--- config.mk ---
export PLATFORM = sky130hd
export DESIGN_NAME = byte_rotate
export DESIGN_NICKNAME = d
export VERILOG_FILES = /design/src/logic/rotate_pkg.sv /design/src/logic/byte_rotate.sv /design/src/logic/bank_resolve.sv
export VERILOG_INCLUDE_DIRS = /design/src /design/src/logic
export SDC_FILE = /design/constraint.sdc
export NUM_CORES = 1
export LEC_CHECK = 0
export ABC_AREA = 1
export BUFFER_PORTS_ARGS = -buffer_cell sky130_fd_sc_hd__buf_2
export CORE_MARGIN = 2
export CORE_UTILIZATION = 40
export DETAILED_ROUTE_END_ITERATION = 8
export GPL_TIMING_DRIVEN = 0
export PLACE_DENSITY = 0.66
export SYNTH_ARGS = -nofsm -noshare
export SYNTH_HDL_FRONTEND = slang
export SYNTH_SLANG_ARGS = --single-unit
--- constraint.sdc ---
create_clock -name clk_i -period 2.8 [get_ports clk_i]
set_clock_uncertainty 0.1 [all_clocks]
set_input_delay 0.42 -clock clk_i [delete_from_list [all_inputs] [get_ports clk_i]]
set_output_delay 0.42 -clock clk_i [all_outputs]
set_load 0.01 [all_outputs]
--- src/logic/rotate_defs.svh ---
// Constant definitions for the byte rotate execution block.
`ifndef ROTATE_DEFS_SVH
`define ROTATE_DEFS_SVH
`define OPC_ROT_LEFT 6'h11
`define OPC_ROT_RIGHT 6'h0c
`define OPC_HI 15
`define OPC_LO 10
`define DEST_BIT 9
`define ACCESS_BIT 8
`define FADDR_HI 7
`define ACCESS_SPLIT 8'h60
`define ACCESS_SFR_BANK 4'hf
`define BANK_ACCESS_LOW 4'h0
`define BYTE_ZERO 8'h00
`define ADDR_ZERO 12'h000
`endif

--- src/logic/rotate_pkg.sv ---
// Types shared by the byte rotate execution block.
`default_nettype none
package rotate_pkg;
    typedef enum logic [1:0] {
        ST_IDLE = 2'b00,
        ST_READ = 2'b01,
        ST_WRITE = 2'b10
    } phase_type;
endpackage
`default_nettype wire

--- src/logic/byte_rotate.sv ---
// Execution datapath for the rotate-left and rotate-right-through-carry instructions.
`timescale 1ns/1ns
`default_nettype none
`include "rotate_defs.svh"
module byte_rotate
    import rotate_pkg::*;
(
    input wire logic clk_i,
    input wire logic rst_b_i,
    input wire logic instr_valid_i,
    input wire logic [15:0] instr_i,
    input wire logic [3:0] bank_select_register_i,
    input wire logic carry_i,
    input wire logic [7:0] mem_rdata_i,
    output logic busy_o,
    output logic mem_rd_o,
    output logic mem_wr_o,
    output logic [11:0] mem_addr_o,
    output logic [7:0] mem_wdata_o,
    output logic w_wr_o,
    output logic [7:0] w_data_o,
    output logic carry_wr_o,
    output logic carry_o,
    output logic neg_o,
    output logic zero_o,
    output logic done_o
);
    // ****************************************
    // State
    // ****************************************
    typedef struct packed {
        phase_type phase;
        logic is_left;
        logic dest;
        logic [11:0] addr;
        logic cin;
        logic busy;
        logic mem_rd;
        logic mem_wr;
        logic [7:0] wdata;
        logic w_wr;
        logic [7:0] w_data;
        logic carry_wr;
        logic carry;
        logic neg;
        logic zero;
        logic done;
    } state_type;

    state_type state_r;
    state_type state_nxt;
    logic [11:0] res_addr;
    logic [5:0] opc;
    logic [7:0] rot;

    assign opc = instr_i[`OPC_HI:`OPC_LO];

    bank_resolve u_bank (
        .faddr_i(instr_i[`FADDR_HI:0]),
        .access_i(instr_i[`ACCESS_BIT]),
        .bank_select_register_i(bank_select_register_i),
        .addr_o(res_addr)
    );

    // ****************************************
    // Next state
    // ****************************************
    // Memory read data is taken one cycle after the read strobe.
    always_comb begin
        state_nxt = state_r;
        state_nxt.mem_rd = 1'b0;
        state_nxt.mem_wr = 1'b0;
        state_nxt.w_wr = 1'b0;
        state_nxt.carry_wr = 1'b0;
        state_nxt.done = 1'b0;
        rot = `BYTE_ZERO;
        case (state_r.phase)
            ST_IDLE: begin
                if (instr_valid_i && (opc == `OPC_ROT_LEFT || opc == `OPC_ROT_RIGHT)) begin
                    state_nxt.is_left = (opc == `OPC_ROT_LEFT);
                    state_nxt.dest = instr_i[`DEST_BIT];
                    state_nxt.addr = res_addr;
                    // The carry is captured at issue; a carry update still in flight from an
                    // older instruction is not seen, so the decoder must not overlap them.
                    state_nxt.cin = carry_i;
                    state_nxt.mem_rd = 1'b1;
                    state_nxt.busy = 1'b1;
                    state_nxt.phase = ST_READ;
                end
            end
            ST_READ: begin
                // Wait out the one-clock read latency of the data memory.
                state_nxt.phase = ST_WRITE;
            end
            ST_WRITE: begin
                if (state_r.is_left) begin
                    rot = {mem_rdata_i[6:0], mem_rdata_i[7]};
                end else begin
                    rot = {state_r.cin, mem_rdata_i[7:1]};
                    state_nxt.carry_wr = 1'b1;
                    state_nxt.carry = mem_rdata_i[0];
                end
                if (state_r.dest) begin
                    state_nxt.mem_wr = 1'b1;
                    state_nxt.wdata = rot;
                end else begin
                    state_nxt.w_wr = 1'b1;
                    state_nxt.w_data = rot;
                end
                // N and Z follow the rotated byte whichever destination takes it.
                state_nxt.neg = rot[7];
                state_nxt.zero = (rot == `BYTE_ZERO);
                state_nxt.done = 1'b1;
                state_nxt.busy = 1'b0;
                state_nxt.phase = ST_IDLE;
            end
            default: begin
                state_nxt.phase = ST_IDLE;
                state_nxt.busy = 1'b0;
            end
        endcase
    end

    always_ff @(posedge clk_i or negedge rst_b_i) begin
        if (!rst_b_i) begin
            state_r <= '0;
        end else begin
            state_r <= state_nxt;
        end
    end

    // Every output is a field of the state register, so none has a combinational path.
    assign busy_o = state_r.busy;
    assign mem_rd_o = state_r.mem_rd;
    assign mem_wr_o = state_r.mem_wr;
    assign mem_addr_o = state_r.addr;
    assign mem_wdata_o = state_r.wdata;
    assign w_wr_o = state_r.w_wr;
    assign w_data_o = state_r.w_data;
    assign carry_wr_o = state_r.carry_wr;
    assign carry_o = state_r.carry;
    assign neg_o = state_r.neg;
    assign zero_o = state_r.zero;
    assign done_o = state_r.done;

    // ****************************************
    // Checks
    // ****************************************
    a_left_wrap: assert property (@(posedge clk_i) disable iff (!rst_b_i)
        (state_r.phase == ST_WRITE && state_r.is_left && !state_r.dest) |=>
        (w_data_o == {$past(mem_rdata_i[6:0]), $past(mem_rdata_i[7])}))
        else $error("left rotate result wrong");
    a_right_carry: assert property (@(posedge clk_i) disable iff (!rst_b_i)
        (state_r.phase == ST_WRITE && !state_r.is_left) |=>
        (carry_wr_o && carry_o == $past(mem_rdata_i[0])))
        else $error("right rotate carry wrong");
    a_right_msb: assert property (@(posedge clk_i) disable iff (!rst_b_i)
        (state_r.phase == ST_WRITE && !state_r.is_left && state_r.dest) |=>
        (mem_wdata_o[7] == $past(state_r.cin)))
        else $error("carry not shifted into bit 7");
    a_dest_w: assert property (@(posedge clk_i) disable iff (!rst_b_i)
        (state_r.phase == ST_WRITE && !state_r.dest) |=> (w_wr_o && !mem_wr_o))
        else $error("dest zero must write working register only");
    a_dest_file: assert property (@(posedge clk_i) disable iff (!rst_b_i)
        (mem_rd_o && state_r.dest) |-> ##2 (mem_wr_o && !w_wr_o && $stable(mem_addr_o)))
        else $error("dest one must write back same address");
    // Addresses are checked one cycle after the issue edge against the raw instruction fields.
    a_access_low: assert property (@(posedge clk_i) disable iff (!rst_b_i)
        (state_r.phase == ST_IDLE && instr_valid_i && opc == `OPC_ROT_LEFT
         && !instr_i[`ACCESS_BIT] && instr_i[`FADDR_HI:0] < `ACCESS_SPLIT)
        |=> (mem_addr_o == {`BANK_ACCESS_LOW, $past(instr_i[`FADDR_HI:0])}))
        else $error("access bank address wrong");
    a_access_high: assert property (@(posedge clk_i) disable iff (!rst_b_i)
        (state_r.phase == ST_IDLE && instr_valid_i && opc == `OPC_ROT_RIGHT
         && !instr_i[`ACCESS_BIT] && instr_i[`FADDR_HI:0] >= `ACCESS_SPLIT)
        |=> (mem_addr_o == {`ACCESS_SFR_BANK, $past(instr_i[`FADDR_HI:0])}))
        else $error("upper access bank address wrong");
    a_access_banked: assert property (@(posedge clk_i) disable iff (!rst_b_i)
        (state_r.phase == ST_IDLE && instr_valid_i
         && (opc == `OPC_ROT_LEFT || opc == `OPC_ROT_RIGHT) && instr_i[`ACCESS_BIT])
        |=> (mem_addr_o == {$past(bank_select_register_i), $past(instr_i[`FADDR_HI:0])}))
        else $error("banked address wrong");
    a_done_time: assert property (@(posedge clk_i) disable iff (!rst_b_i)
        mem_rd_o |-> ##2 (done_o && !busy_o))
        else $error("rotate not done in three cycles");
    a_busy_span: assert property (@(posedge clk_i) disable iff (!rst_b_i)
        mem_rd_o |-> (busy_o ##1 busy_o ##1 !busy_o))
        else $error("busy window wrong");
    a_left_file: assert property (@(posedge clk_i) disable iff (!rst_b_i)
        (state_r.phase == ST_WRITE && state_r.is_left && state_r.dest) |=>
        (mem_wdata_o == {$past(mem_rdata_i[6:0]), $past(mem_rdata_i[7])}))
        else $error("left rotate write-back data wrong");
    a_right_w: assert property (@(posedge clk_i) disable iff (!rst_b_i)
        (state_r.phase == ST_WRITE && !state_r.is_left && !state_r.dest) |=>
        (w_data_o == {$past(state_r.cin), $past(mem_rdata_i[7:1])}))
        else $error("right rotate result wrong");
    a_left_nocarry: assert property (@(posedge clk_i) disable iff (!rst_b_i)
        (state_r.phase == ST_WRITE && state_r.is_left) |=> !carry_wr_o)
        else $error("left rotate must not touch carry");
    // Only the two rotate opcodes may start a read; all else belongs to other units.
    a_ignore_other: assert property (@(posedge clk_i) disable iff (!rst_b_i)
        (state_r.phase == ST_IDLE && !(instr_valid_i
         && (opc == `OPC_ROT_LEFT || opc == `OPC_ROT_RIGHT))) |=> !mem_rd_o)
        else $error("read started without a rotate");
    // Covers mark that each rotate reached each destination.
    c_left_w: cover property (@(posedge clk_i) disable iff (!rst_b_i)
        done_o && w_wr_o && !carry_wr_o);
    c_right_file: cover property (@(posedge clk_i) disable iff (!rst_b_i)
        done_o && mem_wr_o && carry_wr_o);
    c_zero: cover property (@(posedge clk_i) disable iff (!rst_b_i) done_o && zero_o);
    c_left_file: cover property (@(posedge clk_i) disable iff (!rst_b_i)
        done_o && mem_wr_o && !carry_wr_o);
    c_right_w: cover property (@(posedge clk_i) disable iff (!rst_b_i)
        done_o && w_wr_o && carry_wr_o);
endmodule
`default_nettype wire

--- src/logic/bank_resolve.sv ---
// Maps an 8-bit file address to a 12-bit data address.
`timescale 1ns/1ns
`default_nettype none
`include "rotate_defs.svh"
module bank_resolve (
    input wire logic [7:0] faddr_i,
    input wire logic access_i,
    input wire logic [3:0] bank_select_register_i,
    output logic [11:0] addr_o
);
    // Access-bank addresses below 0x60 land in bank 0, those from 0x60 up in the special bank.
    always_comb begin
        if (access_i) begin
            addr_o = {bank_select_register_i, faddr_i};
        end else if (faddr_i < `ACCESS_SPLIT) begin
            addr_o = {`BANK_ACCESS_LOW, faddr_i};
        end else begin
            addr_o = {`ACCESS_SFR_BANK, faddr_i};
        end
    end
endmodule
`default_nettype wire

==> results.ini, run 1 <==
[clocking]
numCtsBuffers=5
cts.path.max_buffers=2
cts_sinks=42
clkTransAtPathRegs_ns=0.08
tritoncts=done
post-cts-setup-buffer-count=0
clk_latency_ns=0.29
clockRootBuffer=clkbuf_8
cts_resized=0
htreeDepth=2
ctsHoldBuffers=0

[floorplan]
die_area_um2=5790
chipHeight_um=76.1
num_io_pins=69
fp.coreArea_um2=5070
rows=26
die_w_um=76.1
start_util_pct=41.0

[pwr]
power_mw=1.63
power_density_nw_per_um2=632
ir_drop_v=0.000245
power.leakage_nw=1.51

[synth]
yosysUniqueCellTypes=19
synthArstFlopShare_pct=100
synth_area_um2=2080
synth_warnings=0
synth_edf_count=0
ys_seq_elements=42
yosysSeqAreaShare_pct=50.5
yosysTopAreaCell=dfrtp_1
syn-num-nets=269
synthTopCellsByArea=dfrtp_1 (51%), nand2_1 (16%), buf_4 (10%), o21a_1 (5.8%), nand3_1 (4.1%)
synth_top_area_share_pct=50.5
synth_flop_cell=dfrtp_1
syn_avg_cell_area_um2=8.77
syn_inst=237

[drt]
drc=0
wl_per_cell_um=10.3
final_antenna_net_count=0
viasPerCell=4.32
drtIter0Drc=59
vias=1651
wl_um=3940
firstDrtPassIters=4

[outcome]
status=finished clean

[global_routing]
antenna_found_initial=0
grt_max_degree=43
grt_use_total_pct=14.8
grt_pass1_vias=1597
grt_pass1_wl_um=7040
overflow=0

[sta]
max_freq_ghz=0.684
finalCritPeriodShare_pct=52.2
setup_slack_ns=1.34
rsz0062_at_grt=false
worstMarginPinSlew_ns=0.919
period_minus_slack_ns=1.46
slew-limit-headroom_pct=38.7
fin_tns_setup_ns=0
finalHoldViolations=0
setup_violations=0
drv_slew=0

[worst_hold_path]
hp-class=primary input to asynchronous set/reset pin

[critical_path]
crit_buf_inv=2
startpoint_type=flip-flop
critical_path.max_fanout=2
crit_type=flip-flop to output port
arrival_ns=0.94
crit_chain=buf_4 > buf_2
crit_family=flip-flops
required_ns=2.28
end_kind=output port
cp_slowest_cell=dfrtp_1
cpPeakStageDelay_ns=0.39

[layout]
antennaDiodeCount=0
nNetsFinal=344
drive_gt1_share_pct=37.8
utilization_pct=51.0
synthToLayoutAreaGrowth_pct=24.4

[placed_design]
pre_cts_ws_ns=1.28
port_buffers=68
hpwl_um=3010
place_congestion=0.818

[run]
cap_violations=0

logic make-up after synthesis:
logic type      share of synthesized area [%]
compound gates                           7.22
buf+inv                                  16.3
flops                                    50.5
simple gates                             25.9
state kept, by name, summed over array words and instances, names as in the netlist:
signal / flops
mem_addr_o: 12
w_data_o: 8
mem_wdata_o: 8
w_wr_o: 1
mem_rd_o: 1
done_o: 1
carry_o: 1
zero_o: 1
state_r: 5
mem_wr_o: 1
carry_wr_o: 1
busy_o: 1
neg_o: 1
worst paths after layout:
path	end	from	slack [ns]	depth (start not counted)
worst max-delay path	mem_addr_o[6]	mem_addr_o[6]	1.34	2
worst min-delay path	mem_wdata_o[6]	rst_b_i	0.16	1
worst max register to register	zero_o	state_r[39]	1.41	6
worst min register to register	state_r[41]	state_r[41]	0.36	1
max in group asynchronous	w_data_o[3]	rst_b_i	1.87	1
min in group clk_i	state_r[38]	instr_i[9]	0.25	3
Yosys cell counts (2+ instances only):
cell,count
nor2_1,10
nand3_1,17
buf_2,2
inv_2,2
buf_8,2
buf_4,29
o21a_1,16
inv_1,15
nor2_8,2
nand2_1,86
dfrtp_1,42
nor2_4,2
o21ai_0,6
layer usage:
| layer | up-vias | track usage, % | routed length [um] |
|---|---|---|---|
| li1 | 864 | - | - |
| met3 | 6 | 4.62 | 281 |
| met5 | - | 0 | 0 |
| met2 | 52 | 25.6 | 1890 |
| met4 | 0 | 4.36 | 56 |
| met1 | 729 | 17.8 | 1710 |
cell usage in the layout, fill, tap and decap left out, types with 5 or more instances in the layout:
cell	count
buf_2	70
buf_4	29
clkbuf_8	5
dfrtp_1	42
inv_1	15
nand2_1	86
nand3_1	17
nor2_1	10
o21a_1	16
o21ai_0	6
power by group:
part / internal (mW) / switching (mW)
Clock: 0.167 / 0.197
Combinational: 0.262 / 0.224
Sequential: 0.718 / 0.0653
layout make-up:
cell class | instances | area, um2
plain buffers | 34 | 269
clock buffers | 5 | 68.8
clock inverters | 2 | 10.0
fillers | 524 | 2490
inverters | 18 | 70.1
multi-input cells | 143 | 689
flip-flops and latches | 42 | 1050
well taps | 70 | 87.6
repair buffers | 68 | 340
metrics by stage:
step | hold slack, ns | cell area [um2] | cells
5_1_grt | 0.239 | 2590 | 382
2_1_floorplan | 0.0244 | 2080 | 237
6_report | 0.164 | 2590 | 382
3_3_place_gp | 0.331 | 2510 | 375
4_1_cts | 0.187 | 2590 | 382
3_5_place_dp | 0.349 | 2510 | 375
No activity file was read; power rests on OpenSTA's default activity.
==> run 2: changes to the inputs <==
--- a/config.mk
+++ b/config.mk
@@ -6,13 +6,13 @@
 export SDC_FILE = /design/constraint.sdc
 export NUM_CORES = 1
 export LEC_CHECK = 0
-export ABC_AREA = 1
+export ABC_AREA = 0
 export BUFFER_PORTS_ARGS = -buffer_cell sky130_fd_sc_hd__buf_2
 export CORE_MARGIN = 2
 export CORE_UTILIZATION = 40
 export DETAILED_ROUTE_END_ITERATION = 8
 export GPL_TIMING_DRIVEN = 0
-export PLACE_DENSITY = 0.66
+export PLACE_DENSITY = 0.69
 export SYNTH_ARGS = -nofsm -noshare
 export SYNTH_HDL_FRONTEND = slang
 export SYNTH_SLANG_ARGS = --single-unit
==> constraint.sdc (replaced) <==
create_clock -name clk_i -period 1.34 [get_ports clk_i]
set_clock_uncertainty 0.1 [all_clocks]
set_input_delay 0.201 -clock clk_i [delete_from_list [all_inputs] [get_ports clk_i]]
set_output_delay 0.201 -clock clk_i [all_outputs]
set_load 0.01 [all_outputs]
==> run 2 against run 1 <==
Against the previous run: the flow now finishes with violations (hold timing, setup timing); combinational power rose by 100%; flip-flop and latch count is the same; global-route usage shrank 0.29 points; sequential power up 110%; critical endpoint is now mem_addr_o[10]; largest cell class unchanged.
==> results.ini, run 2 <==
[drt]
vias=1410
firstDrtPassIters=4
drtIter0Drc=40
wl_um=3960
final_antenna_net_count=0
viasPerCell=4.48
drc=0
wl_per_cell_um=12.6

[floorplan]
die_area_um2=5460
fp.coreArea_um2=4720
die_w_um=73.9
start_util_pct=41.4
chipHeight_um=73.9
rows=25
num_io_pins=69

[critical_path]
critical_path.max_fanout=10
r2r_end=mem_addr_o[10]
startpoint_type=flip-flop
r2r_slack_ns=-0.36
end_kind=flip-flop
cp-endpoint=mem_addr_o[10]
crit_type=flip-flop to flip-flop
crit_family=flip-flops
cp_slowest_cell=dfrtp_2
reg2reg_from=state_r[41]
crit_chain=nor4_4 > o211a_1 > buf_6 > buf_12 > mux2_4
ff2ff_path_depth=5
arrival_ns=1.78
cp-startpoint=state_r[41]
cp_num_cells=5
crit_buf_inv=2
required_ns=1.42
cpPeakStageDelay_ns=0.43

[synth]
synth_flop_cell=dfrtp_1
synth_area_um2=1950
syn_inst=159
ys_seq_elements=42
synth_warnings=0
synth_xor_xnor_area_share_pct=0
synth_fa_ha_area_share_pct=0
yosysTopAreaCell=dfrtp_1
synth-simple-area-share_pct=8.46
syn-num-nets=191
synth_compound_area_share_pct=6.41
synthTopCellsByArea=dfrtp_1 (54%), buf_4 (11%), mux2_2 (6.3%), mux2_4 (6.1%), mux2i_1 (4.6%)
ys_top_cells_by_count=dfrtp_1 (42), buf_4 (28), mux2_2 (11), nand2_1 (10), o21ai_0 (10)
synth_edf_count=0
yosysUniqueCellTypes=28
syn_avg_cell_area_um2=12.3
synth_top_area_share_pct=53.8
synthArstFlopShare_pct=100
synthMuxAreaShare_pct=17.7
synth_top_family_by_area=multiplexers
yosysSeqAreaShare_pct=53.8
yosysMostFrequentCell=dfrtp_1

[global_routing]
grt_use_total_pct=14.5
overflow=0
antenna_found_initial=0
grt_pass1_wl_um=5910
grt_max_degree=43
grt_pass1_vias=1296

[placed_design]
dp.cells=294
port_buffers=68
pre_cts_ws_ns=-0.417
hpwl_um=2730
place_congestion=0.735

[sta]
setup_slack_ns=-0.361
max_freq_ghz=0.588
period_minus_slack_ns=1.70
finalCritPeriodShare_pct=127
setup_violations=17
fin_tns_setup_ns=-5.15
hold_slack_ns=-0.0713
drv_slew=0
slew-limit-headroom_pct=40.0
rsz0062_at_grt=true
finalHoldViolations=42
worstMarginPinSlew_ns=0.900

[outcome]
status=complete, but fails checks
failed_checks=hold timing, setup timing

[clocking]
cts.path.max_buffers=2
htreeDepth=2
cts_sinks=42
clk_latency_ns=0.29
numCtsBuffers=5
tritoncts=done
clkTransAtPathRegs_ns=0.08
clockRootBuffer=clkbuf_8

[run]
cap_violations=0

[worst_hold_path]
hp-class=primary input to asynchronous set/reset pin

[layout]
antennaDiodeCount=0
nNetsFinal=279
drive_gt1_share_pct=65.3
largest_register_ffs=12
layout_common_cells=buf_2 (68), dfrtp_1 (40), buf_4 (36)
synthToLayoutAreaGrowth_pct=42.1
final_common_cell=buf_2
fin_cells=315
n_fill_cell=391

[pwr]
ir_drop_v=0.00110
power.leakage_nw=1.40
power_density_nw_per_um2=1370

run 2: cells by family after synthesis:
kind of cell           count (synthesis)
flip-flops                            42
buffers and inverters                 36
AND/OR/NAND/NOR                       30
multiplexers                          29
AO/OA/AOI/OAI                         22
run 2: report_power, final:
group	internal, mW	switching [mW]
clock network	0.794	0.420
logic	0.599	0.375
registers	1.48	0.138
total	2.88	0.932
run 2: stage by stage:
| step | total power [mW] | area [um2] | hold slack (ns) | utilization, % |
|---|---|---|---|---|
| floorplan | 2.19 | 1950 | -0.195 | - |
| global placement | 2.51 | 2380 | 0.290 | 50.3 |
| detailed placement | 2.53 | 2380 | 0.295 | 50.3 |
| CTS | 3.82 | 2680 | -0.0320 | 56.7 |
| global route | 4.02 | 2780 | 0.0119 | 58.8 |
| finish | 3.81 | 2780 | -0.0713 | 58.8 |
run 2: area by class of cell:
class / count / area [um2] / area share (%)
Tap cell: 67 / 83.8 / 3.02
Clock inverter: 2 / 60.1 / 2.16
Clock buffer: 6 / 82.6 / 2.98
Multi-Input combinational cell: 81 / 743 / 26.8
Buffer: 33 / 275 / 9.92
Inverter: 3 / 11.3 / 0.406
Sequential cell: 42 / 1050 / 38.0
Timing Repair Buffer: 81 / 465 / 16.8
run 2: layer usage:
layer	track usage [%]	part of all wire, %	up-vias
met5	0	0	-
met4	4.24	0.68	0
met3	5.90	8.0	4
met2	22.8	48	59
met1	18.5	43	655
li1	-	-	692
run 2: worst min path at each step:
| stage | start | to | slack (ns) |
|---|---|---|---|
| 6_report | rst_b_i | w_wr_o | -0.07 |
| 2_1_floorplan | rst_b_i | busy_o | -0.19 |
| 3_3_place_gp | rst_b_i | mem_wdata_o[6] | 0.29 |
| 5_1_grt | rst_b_i | w_data_o[6] | 0.01 |
| 3_5_place_dp | rst_b_i | w_wr_o | 0.29 |
| 4_1_cts | rst_b_i | w_wr_o | -0.03 |
run 2: timing repair:
item | 4_1_cts | 5_1_grt
resized for setup | 19 | 34
endpoints found under the hold margin | 42 | 0
buffers inserted | 10 | 1
pin swaps | 3 | 8
cloned | 0 | 2
setup endpoints to repair | 36 | 31
